$ cat src/fifo_ctl_pkg.sv
// Functional notes
// - differential bit swaps transceiver mode
// - 32-bit stack holds call return address
// - return loads stack into instruction pointer
// - flush bit moves fifo from next address
// - clear bit resets pointers and offset count
// - clear bit drops by itself when done
// - six-bit offset counts core byte moves
// - offset counter loads the written value
// - status read has no side effect
// - abort bit aborts and raises dma interrupt
// - aborted interrupts repeat while bit stays set
// - pointer empty flag when both pointers empty
// - bus pending flag from eight conditions
// - dma pending flag from five causes
// - direction high means bus to host
// - byte counter drops by bytes moved
package fifo_ctl_pkg;
   // register indices; byte address is four times the index
   localparam logic [7:0]  IDX_STACK    = 8'h1C;
   localparam logic [7:0]  IDX_FIFO     = 8'h20;
   localparam logic [7:0]  IDX_INTERRUPT_STATUS_ABORT    = 8'h21;
   localparam logic [7:0]  IDX_LINK     = 8'h22;
   localparam logic [7:0]  IDX_BCNT     = 8'h24;
   localparam int          FLUSH_BIT    = 7;
   localparam int          CLEAR_BIT    = 6;
   localparam int          OFS_W        = 6;
   localparam int          ABORT_BIT    = 7;
   localparam int          PRE_BIT      = 2;
   localparam int          SIP_BIT      = 1;
   localparam int          DIP_BIT      = 0;
   localparam int          DIFFERENTIAL_SELECT_BIT     = 0;
   localparam int          DIR_BIT      = 1;
   localparam int          BCNT_W       = 24;
   localparam int          BUS_CONDS    = 8;
   localparam int          DMA_CONDS    = 4;
   localparam logic [31:0] STACK_RST    = 32'h0000_0000;
   localparam logic [7:0]  BYTE_RST     = 8'h00;
   localparam logic [23:0] BCNT_RST     = 24'h00_0000;
   localparam int          CLEAR_CYCLES = 2;
   typedef enum logic [2:0]
   {
      CLR_IDLE = 3'b001,
      CLR_BUSY = 3'b010,
      CLR_DONE = 3'b100
   } clr_state_t;
endpackage

$ cat src/offset_counter.sv
`timescale 1ns/1ns
module offset_counter
   import fifo_ctl_pkg::*;
#(
   parameter int WIDTH = OFS_W
)
(
   // clock and reset
   input  wire logic             clock,
   input  wire logic             rst_n,
   // control
   input  wire logic             clear,
   input  wire logic             load,
   input  wire logic [WIDTH-1:0] load_value,
   input  wire logic             step,
   // count
   output logic      [WIDTH-1:0] count_ff
);
   logic [WIDTH-1:0] nxt_count;

   // clear wins, then software write over step, so a read-back value is preserved exactly
   assign nxt_count = clear ? '0 :
                      load  ? load_value :
                      step  ? WIDTH'(count_ff + 1'b1) : count_ff;

   always_ff @(posedge clock or negedge rst_n)
   begin
      if (!rst_n)
         count_ff <= '0;
      else
         count_ff <= nxt_count;
   end
endmodule

$ cat src/clear_sequencer.sv
`timescale 1ns/1ns
module clear_sequencer
   import fifo_ctl_pkg::*;
#(
   parameter int CYCLES = CLEAR_CYCLES
)
(
   // clock and reset
   input  wire logic clock,
   input  wire logic rst_n,
   // request and progress
   input  wire logic start,
   output logic      clearing_ff,
   output logic      done_ff
);
   clr_state_t  state_ff;
   clr_state_t  nxt_state;
   logic [3:0]  cnt_ff;
   logic [3:0]  nxt_cnt;
   wire         last = (cnt_ff == 4'(CYCLES - 1));

   always_comb
   begin
      nxt_state = state_ff;
      nxt_cnt   = cnt_ff;
      case (state_ff)
         CLR_IDLE:
            if (start)
            begin
               nxt_state = CLR_BUSY;
               nxt_cnt   = 4'h0;
            end
         CLR_BUSY:
            if (last)
               nxt_state = CLR_DONE;
            else
               nxt_cnt = 4'(cnt_ff + 1'b1);
         CLR_DONE:
            nxt_state = CLR_IDLE;
         default:
            nxt_state = CLR_IDLE;
      endcase
   end

   always_ff @(posedge clock or negedge rst_n)
   begin
      if (!rst_n)
      begin
         state_ff    <= CLR_IDLE;
         cnt_ff      <= 4'h0;
         clearing_ff <= 1'b0;
         done_ff     <= 1'b0;
      end
      else
      begin
         state_ff    <= nxt_state;
         cnt_ff      <= nxt_cnt;
         clearing_ff <= (nxt_state == CLR_BUSY);
         done_ff     <= (nxt_state == CLR_DONE);
      end
   end
endmodule

$ cat src/fifo_control_status.sv
`timescale 1ns/1ns
module fifo_control_status
   import fifo_ctl_pkg::*;
(
   // clock and reset
   input  wire logic                 clock,
   input  wire logic                 rst_n,
   // wishbone slave
   input  wire logic                 wb_cyc_i,
   input  wire logic                 wb_stb_i,
   input  wire logic                 wb_we_i,
   input  wire logic [9:0]           wb_adr_i,
   input  wire logic [3:0]           wb_sel_i,
   input  wire logic [31:0]          wb_dat_i,
   output logic      [31:0]          wb_dat_o,
   output logic                      wb_ack_o,
   // instruction engine
   input  wire logic                 call_strobe,
   input  wire logic [31:0]          call_address,
   input  wire logic                 return_strobe,
   output logic                      instr_pointer_load,
   output logic      [31:0]          instr_pointer_value,
   input  wire logic                 instr_pointer_empty,
   input  wire logic                 pointer_save_empty,
   // data path
   input  wire logic                 core_byte_strobe,
   input  wire logic                 host_xfer_strobe,
   input  wire logic [2:0]           host_xfer_bytes,
   input  wire logic [31:0]          next_address_pointer,
   output logic                      flush_request,
   output logic      [31:0]          flush_start_address,
   output logic                      transfer_direction,
   output logic                      fifo_pointers_clear,
   // interrupt sources and status reads elsewhere
   input  wire logic [BUS_CONDS-1:0] bus_conditions,
   input  wire logic [DMA_CONDS-1:0] dma_conditions,
   input  wire logic                 bus_status_read,
   input  wire logic                 transfer_status_read,
   // mode and abort
   output logic                      differential_select,
   output logic                      abort_request
);
   logic [31:0]       stack_ff;
   logic [BCNT_W-1:0] bcnt_ff;
   logic [BCNT_W-1:0] nxt_bcnt;
   logic [OFS_W-1:0]  offset;
   logic              clear_bit_ff;
   logic              sip_ff;
   logic              dip_ff;
   logic              pre_ff;
   logic              clearing;
   logic              clear_done;
   logic [31:0]       rd_mux;

   wire        req      = wb_cyc_i & wb_stb_i;
   wire [7:0]  idx      = wb_adr_i[9:2];
   wire        wr       = req & wb_we_i & wb_ack_o;
   wire        wr_stack = wr & (idx == IDX_STACK);
   wire        wr_fifo  = wr & (idx == IDX_FIFO) & wb_sel_i[0];
   wire        wr_interrupt_status_abort = wr & (idx == IDX_INTERRUPT_STATUS_ABORT) & wb_sel_i[0];
   wire        wr_link  = wr & (idx == IDX_LINK) & wb_sel_i[0];
   wire        wr_bcnt  = wr & (idx == IDX_BCNT);
   wire        clr_set  = wr_fifo & wb_dat_i[CLEAR_BIT];
   wire        abort_ev = abort_request;
   wire        dip_set  = abort_ev | (|dma_conditions);
   wire        sip_set  = |bus_conditions;
   wire [7:0]  fifo_rd  = {flush_request, clear_bit_ff, offset};
   wire [7:0]  interrupt_status_abort_rd = {abort_request, 4'h0, pre_ff, sip_ff, dip_ff};
   wire [7:0]  link_rd  = {6'h00, transfer_direction, differential_select};

   // reads only select data; no flag changes on a read
   assign rd_mux = (idx == IDX_STACK) ? stack_ff :
                   (idx == IDX_FIFO)  ? {24'h00_0000, fifo_rd} :
                   (idx == IDX_INTERRUPT_STATUS_ABORT) ? {24'h00_0000, interrupt_status_abort_rd} :
                   (idx == IDX_LINK)  ? {24'h00_0000, link_rd} :
                   (idx == IDX_BCNT)  ? {8'h00, bcnt_ff} : 32'h0000_0000;

   // byte counter: bus write wins, else drop by bytes moved
   assign nxt_bcnt = wr_bcnt ? wb_dat_i[BCNT_W-1:0] :
                     host_xfer_strobe ? BCNT_W'(bcnt_ff - {21'h00_0000, host_xfer_bytes}) : bcnt_ff;

   // single wait state: ack one cycle after the request, dropped next
   always_ff @(posedge clock or negedge rst_n)
   begin
      if (!rst_n)
      begin
         wb_ack_o <= 1'b0;
         wb_dat_o <= 32'h0000_0000;
      end
      else
      begin
         wb_ack_o <= req & ~wb_ack_o;
         wb_dat_o <= (req & ~wb_ack_o & ~wb_we_i) ? rd_mux : 32'h0000_0000;
      end
   end

   genvar b;
   generate
      for (b = 0; b < 4; b++)
      begin : g_stack_lane
         always_ff @(posedge clock or negedge rst_n)
         begin
            if (!rst_n)
               stack_ff[8*b +: 8] <= STACK_RST[8*b +: 8];
            else if (call_strobe)
               stack_ff[8*b +: 8] <= call_address[8*b +: 8];
            else if (wr_stack & wb_sel_i[b])
               stack_ff[8*b +: 8] <= wb_dat_i[8*b +: 8];
         end
      end
   endgenerate

   // return jumps through the saved address
   always_ff @(posedge clock or negedge rst_n)
   begin
      if (!rst_n)
      begin
         instr_pointer_load  <= 1'b0;
         instr_pointer_value <= STACK_RST;
      end
      else
      begin
         instr_pointer_load <= return_strobe;
         if (return_strobe)
            instr_pointer_value <= stack_ff;
      end
   end

   // flush stays until software writes it back
   always_ff @(posedge clock or negedge rst_n)
   begin
      if (!rst_n)
      begin
         flush_request       <= BYTE_RST[FLUSH_BIT];
         flush_start_address <= STACK_RST;
      end
      else if (wr_fifo)
      begin
         flush_request <= wb_dat_i[FLUSH_BIT];
         if (wb_dat_i[FLUSH_BIT] & ~flush_request)
            flush_start_address <= next_address_pointer;
      end
   end

   // clear bit: set wins over the done that drops it
   always_ff @(posedge clock or negedge rst_n)
   begin
      if (!rst_n)
      begin
         clear_bit_ff        <= BYTE_RST[CLEAR_BIT];
         fifo_pointers_clear <= 1'b0;
      end
      else
      begin
         clear_bit_ff        <= clr_set | (clear_bit_ff & ~clear_done);
         fifo_pointers_clear <= clearing;
      end
   end

   clear_sequencer #(
      .CYCLES      (CLEAR_CYCLES)
   ) u_clear (
      .clock       (clock),
      .rst_n       (rst_n),
      .start       (clr_set),
      .clearing_ff (clearing),
      .done_ff     (clear_done)
   );

   // counter zeroed with the fifo pointers
   offset_counter #(
      .WIDTH      (OFS_W)
   ) u_offset (
      .clock      (clock),
      .rst_n      (rst_n),
      .clear      (clearing),
      .load       (wr_fifo),
      .load_value (wb_dat_i[OFS_W-1:0]),
      .step       (core_byte_strobe),
      .count_ff   (offset)
   );

   always_ff @(posedge clock or negedge rst_n)
   begin
      if (!rst_n)
      begin
         abort_request       <= 1'b0;
         differential_select <= 1'b0;
         transfer_direction  <= 1'b0;
         bcnt_ff             <= BCNT_RST;
         pre_ff              <= 1'b0;
      end
      else
      begin
         if (wr_interrupt_status_abort)
            abort_request <= wb_dat_i[ABORT_BIT];
         if (wr_link)
         begin
            differential_select <= wb_dat_i[DIFFERENTIAL_SELECT_BIT];
            transfer_direction  <= wb_dat_i[DIR_BIT];
         end
         bcnt_ff <= nxt_bcnt;
         pre_ff  <= instr_pointer_empty & pointer_save_empty;
      end
   end

   // pending flags: new condition wins over the clearing status read
   always_ff @(posedge clock or negedge rst_n)
   begin
      if (!rst_n)
      begin
         sip_ff <= 1'b0;
         dip_ff <= 1'b0;
      end
      else
      begin
         sip_ff <= sip_set | (sip_ff & ~bus_status_read);
         // abort held high keeps re-raising the dma flag
         dip_ff <= dip_set | (dip_ff & ~transfer_status_read);
      end
   end
endmodule

$ cat config.mk
export PLATFORM = sky130hd
export DESIGN_NAME = fifo_control_status
export DESIGN_NICKNAME = d
export VERILOG_FILES = /design/src/fifo_ctl_pkg.sv /design/src/offset_counter.sv /design/src/clear_sequencer.sv /design/src/fifo_control_status.sv
export SDC_FILE = /design/constraint.sdc
export NUM_CORES = 1
export LEC_CHECK = 0
export BUFFER_PORTS_ARGS = -buffer_cell sky130_fd_sc_hd__buf_2
export CAP_MARGIN = 25
export CORE_AREA = 4 4 139 141
export CTS_CLUSTER_DIAMETER = 40
export DETAILED_ROUTE_END_ITERATION = 10
export DIE_AREA = 0 0 143 145
export PLACE_DENSITY = 0.74
export RECOVER_POWER = 100
export SYNTH_ARGS = -nofsm -noshare
export SYNTH_HDL_FRONTEND = slang
export SYNTH_SLANG_ARGS = --single-unit
$ cat constraint.sdc
create_clock -name clock -period 2.7 [get_ports clock]
set_input_delay 0.675 -clock clock [delete_from_list [all_inputs] [get_ports clock]]
set_output_delay 0.675 -clock clock [all_outputs]
set_load 0.005 [all_outputs]
# Yosys cells after proc, flatten, opt, wreduce, memory -nomap -nowiden
# Index checks and enable logic that the tools add are counted.
# word_totals
ff_bits,178
latch_bits,0
ramBits,0
mem_bits_ro,0
out_inout_bits,103
memories,0
# op_classes
add_sub_neg,3
mul,0
div_mod_pow,0
magnitude_cmp,0
eq_ne,12
shift,0
n_mux,25
n_bitwise,33
reduce_logical,11
# op_table
cell,n
$mux 24,6
$mux 32,2
$mux 8,8
$eq 8x6->1 const B,4
$sub 24x3->24,1
$and 1x1->1,23
$mux 6,3
$reduce_bool 2->1,6
$eq 8x5->1 const B,1
$mux 4,2
$pmux 4 s2,1
$reduce_or 8->1,1
$add 6x1->6 const B,1
$eq 3x2->1 const B,2
$mux 3,2
$not 1->1,6
$pmux 3 s2,1
$add 4x1->4 const B,1
$eq 4x1->1 const B,1
$ne 2x2->1 const B,2
$or 1x1->1,4
$reduce_or 4->1,1
$eq 3x1->1 const B,1
$eq 3x3->1 const B,1
3 further kinds,3

# Longest topological paths before layout
# Gate-level depths: netlist (run 1).
# depth
ltp_word,9
ltp_mapped,9
mapped_depth_nobuf,9

# By module
# From an unflattened synthesis (run 1), not the netlist that was laid out.
# hier_totals
hier_cells,675
hier_area_um2,7868.8
# modules_own_cells
module,instances,cells_each,area_each_um2,seq_area_each_um2
fifo_control_status,1,607,7115.6,4078.9
clear_sequencer,1,34,431.7,226.5
offset_counter,1,34,321.6,150.1

# Least setup slack after synthesis (run 1)
# Ideal clock, no wire load.
# synth_timing
path_kind,input -> register
startpoint,in wb_adr_i[2]
endpoint,reg flush_start_address[10]
setup_time_ns,0.125
arrival_time_ns,2.241
t_required_ns,2.575
setup_slack_ns,0.334
stages,8
cell_sequence,clkbuf_1 -> nor2_2 -> and3_1 -> buf_4 -> nand2_4 -> nor3b_4 -> buf_6 -> mux2_2
# synth_via
elab_chain_cells,4
# synth_lines
element,line,source
from (decl),fifo_control_status.sv:12,"input wire logic [9:0] wb_adr_i,"
$eq 8x6->1,fifo_control_status.sv:59,wire wr_fifo = wr & (idx == IDX_FIFO) & wb_sel_i[0];
$and 1x1->1 (2 in a row),fifo_control_status.sv:59,
$reduce_and 2->1 (no line),n/a,
to (signal assigned),fifo_control_status.sv:141,flush_start_address <= next_address_pointer;
to (decl),fifo_control_status.sv:31,"output logic [31:0] flush_start_address,"
# Every way passes these cells.
# A chain may end at the register's enable or synchronous reset.

# Worst setup path after layout (run 1)
# layout_timing
startpoint,in wb_adr_i[4]
endpoint,reg flush_start_address[21]
# The elaborated chain is that of the path after synthesis.

==> results of run 1 <==
==> synth_stat cells, drive strengths merged (2+ instances only) <==
library cell,count
or4,3
nor3,7
nor2,74
nor4,6
o21ai,31
and2,4
a31oi,3
nand2,42
or3,3
mux2,70
mux2i,37
nand3b,2
xor2,20
dfrtp,177
ha,6
nand4b,3
a211oi,6
xnor2,8
clkbuf,22
nand3,9
and4,3
inv,9
nor2b,2
and3,13
nor3b,3
nor4b,2
buf,15
nand4,8
a22oi,16
a21oi,38
a222oi,4
==> tightest hold or removal path: stages <==
cell and delay (ns):
buf_2 0.08, nor4_1 0.03, nand2_1 0.04
==> through the flow <==
stage                     hold WS (ns)  utilization  instances
final                            0.437        0.544       1153
after global routing             0.439        0.544       1153
after CTS                        0.240        0.554       1151
after detailed placement         0.420        0.520       1119
after global placement           0.420        0.520       1119
after floorplan                  0.379            -        663
==> registers in the layout, indices dropped and copies added, names as in the netlist, 3 cells and up <==
| signal | flops |
|---|---|
| bcnt_ff | 24 |
| flush_start_address | 32 |
| instr_pointer_value | 32 |
| stack_ff | 32 |
| u_clear.cnt_ff | 4 |
| u_clear.state_ff | 3 |
| u_offset.count_ff | 6 |
| wb_dat_o | 32 |
==> per-layer routing <==
metal,track usage,vias to the layer above,part of all wire
li1,-,2861,-
met1,0.260,2912,0.42
met2,0.343,212,0.50
met3,0.0405,14,0.075
met4,0.0613,0,0.0094
met5,0,-,0
==> power by group <==
part | leakage [nW] | switching, mW | internal, mW
logic | 2.17 | 0.578 | 0.565
clock network | 0.294 | 1.11 | 1.40
registers | 2.27 | 0.344 | 2.99
total | 4.73 | 2.03 | 4.96
==> cell type report <==
class,count,area share
clock inverters,14,0.0179
repair buffers,265,0.130
clock buffers,18,0.0439
multi-input cells,439,0.320
well taps,229,0.0293
diodes,1,0.000256
flip-flops and latches,178,0.456
inverters,9,0.00345
==> kinds of logic after synthesis <==
family	count (synthesis)
flops	178
buf+inv	46
compound gates	109
simple gates	188
mux	107
fa+ha+maj	7
xor+xnor	28
==> path summary, 6_finish.rpt <==
path / endpoint / slack, ns / startpoint / cells after the start
max reg2reg: flush_start_address[21] / 0.43 / wb_ack_o / 6
min reg2reg: clear_bit_ff / 0.44 / u_clear.done_ff / 1
min: dip_ff / 0.44 / dma_conditions[3] / 3
max: flush_start_address[21] / 0.33 / wb_adr_i[4] / 8
min in group asynchronous: flush_start_address[0] / 0.59 / rst_n / 1
max in group asynchronous: bcnt_ff[6] / 0.60 / rst_n / 2
==> results_dict.tcl, run 1 <==
set metrics [dict create \
    outcome "finished with violations" \
    violations "capacitance limit, slew limit" \
    clock-root-buffer "clkbuf_16" \
    max-vdd-ir-drop_uv 478 \
    cts_made_buffers 17 \
    htree_num_levels 4 \
    synth-simple-area-share 0.123 \
    synth_top_flop_cell "dfrtp_1" \
    antenna_found_initial 1 \
    fin_crit_ns 2.37 \
    synth_enable_flop_cells 0 \
    fillers 1609 \
    cts_hold_repair.buffers 0 \
    synth_top_family_by_area "multiplexers" \
    grt-ovfl-total 0 \
    final_common_cell "dfrtp_1" \
    place_area_mm2 0.00935 \
    synth_area_mm2 0.00779 \
    max_stage_delay_ns 0.44 \
    wire_per_inst_um 18.5 \
    hp-class "input pin to register" \
    cp_slowest_cell "clkbuf_4" \
    grt.total_usage 0.202 \
    dp_hpwl_um 15800 \
    critPathRequiredTime_ns 3.00 \
    clock_sinks 178 \
    synth-xor-area-share 0.0315 \
    clk_latency_ns 0.42 \
    crit_chain "clkbuf_1, nor4b_1, clkbuf_1, and3_1, nand2_4, nor3b_4, clkbuf_4, mux2_2" \
    chipWidth_um 143 \
    dr_total_vias 5999 \
    place_ws_ns 0.104 \
    crit_top_cell "clkbuf_1" \
    fmax_mhz 422 \
    cp-end-kind "register" \
    tightest_slew_ns 1.50 \
    rsz0062_at_grt "false" \
    layout_setup_ws_ns 0.328 \
    cts_tree "yes" \
    num_rows 49 \
    drv_cap 1 \
    synth_top_area_frac 0.569 \
    hold_violations 0 \
    pin_count 241 \
    fp.dieArea_mm2 0.0207 \
    synth_area_leader_cell "dfrtp_1" \
    postCtsSetupBuffers 0 \
    drive_gt1_frac 0.320 \
    clk_pin_slew_ns 0.07 \
    drtIter0Drc 269 \
    path_class "input pin to register" \
    synthArstFlopShare 1.00 \
    synth-seq-cells 178 \
    synth_mux_area_frac 0.149 \
    p_per_area_mw_per_mm2 715 \
    grt_pass1_wl_um 32800 \
    seq_area_mm2 0.00446 \
    grt_pass1_vias 6219 \
    globalplace.congestion 0.859 \
    critPathBufInv 3 \
    syn_nets 808 \
    dr.pass1.iters 5 \
    start_util 0.433 \
    ant_nets 0 \
    nets 1055 \
    totalWireLength_um 21300 \
    worstSetupStartpointType "input pin" \
    leakage_nw 4.73 \
    yosys_warnings 0 \
    finalSetupViolCount 0 \
    syn_avg_cell_area_um2 11.7 \
    power.total_mw 6.99 \
    synth_cell_types 57 \
    cp.arrival_ns 2.68 \
    synth_fa_ha_area_frac 0.0122 \
    synthTopCellsByArea "dfrtp_1, mux2_2, mux2i_1" \
    core_region_area_mm2 0.0180 \
    finalCritPeriodShare 0.879 \
    cts_buffer_depth 2 \
    multi_input_area_mm2 0.00313 \
    area_growth_pct 25.6 \
    relSlewSlack -0.00173 \
    fin_skew_ns 0.0114 \
    ys_seq_area_frac 0.572 \
    layout_common_cells "dfrtp_1, buf_2, clkbuf_1" \
    synth-compound-area-share 0.0853 \
    portBuffers 238 \
    grt_max_degree 61 \
    critPathTopFamily "simple AND/OR/NAND/NOR gates" \
    report.final.slew_viol_count 34 \
    tns_ns 0 \
    remaining_drc_errors 0 \
    cts-resized-gates 0 \
    stdcell_area_mm2 0.00978 \
    drt-vias-per-instance 5.20 \
    synth_cells 663 \
    crit_fanout 32 \
    die_h_um 145 \
]
No activity file was read; power rests on OpenSTA's default activity.
==> run 2, diff against run 1 <==
--- a/config.mk
+++ b/config.mk
@@ -7,11 +7,12 @@
 export LEC_CHECK = 0
 export BUFFER_PORTS_ARGS = -buffer_cell sky130_fd_sc_hd__buf_2
 export CAP_MARGIN = 25
-export CORE_AREA = 4 4 139 141
+export CORE_AREA = 4 4 155 157
 export CTS_CLUSTER_DIAMETER = 40
 export DETAILED_ROUTE_END_ITERATION = 10
-export DIE_AREA = 0 0 143 145
-export PLACE_DENSITY = 0.74
+export DIE_AREA = 0 0 159 161
+export GPL_TIMING_DRIVEN = 0
+export PLACE_DENSITY = 0.62
 export RECOVER_POWER = 100
 export SYNTH_ARGS = -nofsm -noshare
 export SYNTH_HDL_FRONTEND = slang
==> results_dict.tcl, run 2 (synthesis gave the netlist of run 1 again) <==
set metrics [dict create \
    max_stage_delay_ns 0.50 \
    crit_chain "buf_2, nor2_1, and4_1, clkbuf_1, buf_2, clkbuf_2, a22oi_1, nor2_1" \
    max-vdd-ir-drop_uv 332 \
    remaining_drc_errors 0 \
    tightest_slew_ns 1.90 \
    cp-end-kind "register" \
    r2r-end "flush_start_address[24]" \
    grt_pass1_wl_um 36000 \
    hp-class "input pin to register" \
    final_common_cell "dfrtp_1" \
    dr_total_vias 6083 \
    cts_buffer_depth 2 \
    power.total_mw 7.15 \
    reg2reg_from "wb_ack_o" \
    stdcell_area_mm2 0.00990 \
    place_ws_ns -0.373 \
    place_area_mm2 0.00935 \
    grt_max_degree 105 \
    htree_num_levels 4 \
    hold-worst-slack_ns 0.370 \
    cts_hold_repair.buffers 0 \
    clk_pin_slew_ns 0.07 \
    critPathTopFamily "buffers and inverters" \
    relSlewSlack -0.269 \
    fp.dieArea_mm2 0.0256 \
    critPathBufInv 4 \
    crit_fanout 10 \
    layout_common_cells "dfrtp_1, buf_2, clkbuf_1" \
    drt-vias-per-instance 5.00 \
    globalplace.congestion 0.855 \
    wl_met2_um 11100 \
    worstSetupStartpointType "input pin" \
    wire_per_inst_um 19.2 \
    grt.total_usage 0.181 \
    switching_share 0.290 \
    violations "capacitance limit, slew limit" \
    num_rows 55 \
    portBuffers 234 \
    cp_slowest_cell "nor2_1" \
    fillers 2186 \
    antenna_found_initial 4 \
    critPathRequiredTime_ns 3.05 \
    die_h_um 161 \
    drive_gt1_frac 0.300 \
    path_class "input pin to register" \
    crit_cells 8 \
    rrSetupSlack_ns 0.26 \
    dr.pass1.iters 4 \
    start_util 0.346 \
    hold_violations 0 \
    fmax_mhz 404 \
    clkPwrFrac 0.372 \
    combPwrFrac 0.161 \
    grt-ovfl-total 0 \
    nets 1063 \
    outcome "finished with violations" \
    finalSetupViolCount 0 \
    core_region_area_mm2 0.0225 \
    highest_layer "met5" \
    p_per_area_mw_per_mm2 723 \
    drv_cap 1 \
    seqPwrFrac 0.467 \
    totalWireLength_um 23300 \
    leakage_nw 4.71 \
    chipWidth_um 159 \
    crit_start "wb_adr_i[9]" \
    worstSetupEndpoint "wb_dat_o[20]" \
    rr_worst_depth 8 \
    dp_hpwl_um 17300 \
    grt_pass1_vias 6257 \
    ant_nets 0 \
    fin_skew_ns 0.0114 \
    switching_power_mw 2.08 \
    area_growth_pct 27.1 \
    fin_crit_ns 2.48 \
    cp.arrival_ns 2.82 \
    clock-root-buffer "clkbuf_16" \
    rsz0062_at_grt "false" \
    cts_tree "yes" \
    pin_count 241 \
    layout_setup_ws_ns 0.224 \
    intPower_mw 5.08 \
    drtIter0Drc 315 \
    cts_made_buffers 17 \
    clock_sinks 178 \
    met3_length_um 1410 \
    report.final.slew_viol_count 75 \
    finalCritPeriodShare 0.917 \
    wl_met1_um 10500 \
    clk_latency_ns 0.43 \
]
run 2: cell types whose count changed in the layout (fill, tap and decap cells not counted), moves of 2 or more:
cell and change:
clkbuf_1 +22, buf_2 -9, buf_4 -7, buf_6 +3
clkbuf_4 -2, clkbuf_8 +2
run 2: power by group through the flow:
stage	combinational, mW	sequential (mW)	clock (mW)
after floorplan	0.743	3.29	0
after global routing	1.30	3.39	2.83
after detailed placement	1.17	3.39	0
after CTS	1.18	3.34	2.70
after global placement	1.14	3.37	0
final	1.15	3.34	2.66
run 2: area by class of cell:
class / instances / area [µm²] / share of cell area
Clock buffer: 19 / 453 / 0.0458
Multi-Input combinational cell: 439 / 3130 / 0.316
Clock inverter: 11 / 168 / 0.0169
Timing Repair Buffer: 236 / 1120 / 0.114
Inverter: 9 / 33.8 / 0.00341
Tap cell: 285 / 357 / 0.0360
Antenna cell: 2 / 5.00 / 0.000506
Sequential cell: 178 / 4460 / 0.450
Buffer: 37 / 175 / 0.0177
run 2: worst min path at each step:
| stage | start | to | slack (ns) | cells past startpoint |
|---|---|---|---|---|
| after global routing | return_strobe | instr_pointer_load | 0.36 | 1 |
| after global placement | u_clear.done_ff | clear_bit_ff | 0.41 | 1 |
| after CTS | rst_n | flush_start_address[11] | 0.22 | 1 |
| final | return_strobe | instr_pointer_load | 0.37 | 1 |
| after detailed placement | u_clear.done_ff | clear_bit_ff | 0.42 | 1 |
| after floorplan | rst_n | abort_request | 0.38 | 0 |
run 2: worst reg2reg max path, cell delays in order, from the launching register on:
cell      delay (ns)
dfrtp_1         0.40
and4_1          0.22
clkbuf_1        0.31
and2_1          0.35
nand2_4         0.16
nor3b_4         0.24
buf_12          0.15
buf_6           0.16
mux2_2          0.34
run 2: stage by stage:
step	util	TNS [ns]	cells
finish	0.440	0	1216
global route	0.440	0	1216
CTS	0.443	0	1213
global placement	0.414	-361.22	1182
floorplan	-	0	663
detailed placement	0.416	-15.75	1183
run 2: metal layers:
metal	track usage	vias up
met5	0	-
met4	0.0525	4
met3	0.0434	32
met2	0.296	221
met1	0.242	2957
li1	-	2869
run 2: what timing repair did:
| item | 4_1_cts | 5_1_grt |
|---|---|---|
| endpoints found under the hold margin | 0 | 0 |
| endpoints found under the setup margin | 0 | 30 |
| resized for setup | 0 | 1 |
| setup buffers | 0 | 1 |
==> run 3, diff against run 2 <==
--- a/config.mk
+++ b/config.mk
@@ -12,8 +12,8 @@
 export DETAILED_ROUTE_END_ITERATION = 10
 export DIE_AREA = 0 0 159 161
 export GPL_TIMING_DRIVEN = 0
-export PLACE_DENSITY = 0.62
 export RECOVER_POWER = 100
+export SKIP_CTS_REPAIR_TIMING = 1
 export SYNTH_ARGS = -nofsm -noshare
 export SYNTH_HDL_FRONTEND = slang
 export SYNTH_SLANG_ARGS = --single-unit
==> results_dict.tcl, run 3 (synthesis gave the netlist of run 1 again) <==
set metrics [dict create \
    ant_nets 0 \
    antenna_cells 0 \
    violations "capacitance limit, slew limit" \
    grt.total_usage 0.181 \
    start_util 0.346 \
    area_growth_pct 26.5 \
    antenna_found_initial 2 \
    tns_ns 0 \
    htree_num_levels 4 \
    crit_chain "clkbuf_1, nor4b_1, and3_1, buf_4, nand2_4, nor3b_4, buf_12, clkbuf_4, mux2_1" \
    rsz0062_at_grt "false" \
    portBuffers 234 \
    use_met1 0.242 \
    drv_cap 1 \
    leakage_nw 4.69 \
    rrSetupSlack_ns 0.22 \
    crit_fanout 10 \
    fin_crit_ns 2.61 \
    fmax_mhz 383 \
    max-vdd-ir-drop_uv 340 \
    final_common_cell "dfrtp_1" \
    remaining_drc_errors 0 \
    dr.pass1.iters 5 \
    multi_input_area_mm2 0.00312 \
    drt-vias-per-instance 4.95 \
    cts_made_buffers 17 \
    grt_pass1_vias 6284 \
    p_per_area_mw_per_mm2 709 \
    die_h_um 161 \
    cts_buffer_depth 2 \
    r2r-end "flush_start_address[3]" \
    nets 1063 \
    power.total_mw 6.98 \
    grt_use_met3 0.0544 \
    cp.arrival_ns 2.92 \
    report.final.slew_viol_count 72 \
    clk_latency_ns 0.43 \
    hold-worst-slack_ns 0.378 \
    layout_common_cells "dfrtp_1, buf_2, clkbuf_1" \
    tightest_slew_ns 1.81 \
    place_area_mm2 0.00935 \
    fin_skew_ns 0.0123 \
    seq_area_mm2 0.00446 \
    dp_hpwl_um 17300 \
    drive_gt1_frac 0.306 \
    drtIter0Drc 258 \
    cp_slowest_cell "nor4b_1" \
    reg2reg_from "wb_ack_o" \
    grtUsageMet2 0.297 \
    totalWireLength_um 23100 \
    hold_violations 0 \
    cts_tree "yes" \
    post-route-util 0.438 \
    path_class "input pin to register" \
    clock_sinks 178 \
    busiest_layer "met2" \
    globalplace.congestion 0.809 \
    dr_total_vias 6025 \
    hold_path_startpoint "return_strobe" \
    hp-class "input pin to register" \
    fillers 2211 \
    max_stage_delay_ns 0.64 \
    core_region_area_mm2 0.0225 \
    grt_pass1_wl_um 36300 \
    relSlewSlack -0.207 \
    stdcell_area_mm2 0.00985 \
    chipWidth_um 159 \
    grt-ovfl-total 0 \
    clk_pin_slew_ns 0.07 \
    finalSetupViolCount 0 \
    pin_count 241 \
    worstSetupStartpointType "input pin" \
    finalCritPeriodShare 0.968 \
    num_rows 55 \
    clock-root-buffer "clkbuf_16" \
    fp.dieArea_mm2 0.0256 \
    crit_start "wb_adr_i[4]" \
    wire_per_inst_um 19.0 \
    grt_max_degree 108 \
    rr_worst_depth 8 \
    outcome "finished with violations" \
    cp-end-kind "register" \
    worstSetupEndpoint "flush_start_address[3]" \
    critPathRequiredTime_ns 3.01 \
]
==> run 3: cell types whose count changed in the layout (fill, tap and decap cells not counted), sizes merged <==
cell	change
diode	-2
bufinv	-1
inv	-1
buf	+5
clkinvlp	+5
clkbuf	-6
==> run 3: per-layer routing <==
layer	up-vias	wire (µm)	share of wire
met4	4	172	0.0075
met5	-	21	0.00091
met3	18	1440	0.062
met1	2930	10500	0.45
met2	198	10900	0.47
li1	2875	-	-
==> run 3: worst min path at each step <==
stage / cells past startpoint / slack (ns) / to
after floorplan: 0 / 0.38 / abort_request
after global placement: 1 / 0.42 / clear_bit_ff
after detailed placement: 1 / 0.43 / clear_bit_ff
after CTS: 1 / 0.21 / flush_start_address[11]
after global routing: 1 / 0.36 / instr_pointer_load
final: 1 / 0.38 / instr_pointer_load
==> run 3: metrics by stage <==
stage | cells | setup slack, ns
final | 1216 | 0.0859
after global routing | 1216 | 0.0523
after CTS | 1215 | 0.105
after detailed placement | 1183 | -0.334
after global placement | 1182 | -2.00
after floorplan | 663 | 0.334
==> run 3: power breakdown <==
part           internal (mW)  switching (mW)  total, mW
Clock                   1.38            1.11       2.49
Combinational          0.555           0.592       1.15
Sequential              2.99           0.349       3.34
==> run 3: worst max-delay path: cells and delay by family <==
kind,cells,cell delay [ns]
mux,1,0.35
simple gates,4,1.24
buf+inv,4,0.66
==> run 3: final cells by class <==
class                      instances  share of cell area
buffer                            37              0.0169
clock inverter                    14              0.0156
inverter                           9             0.00343
sequential                       178               0.452
multi-input combinational        439               0.317
clock buffer                      18              0.0436
tap                              285              0.0362
timing repair buffer             236               0.115
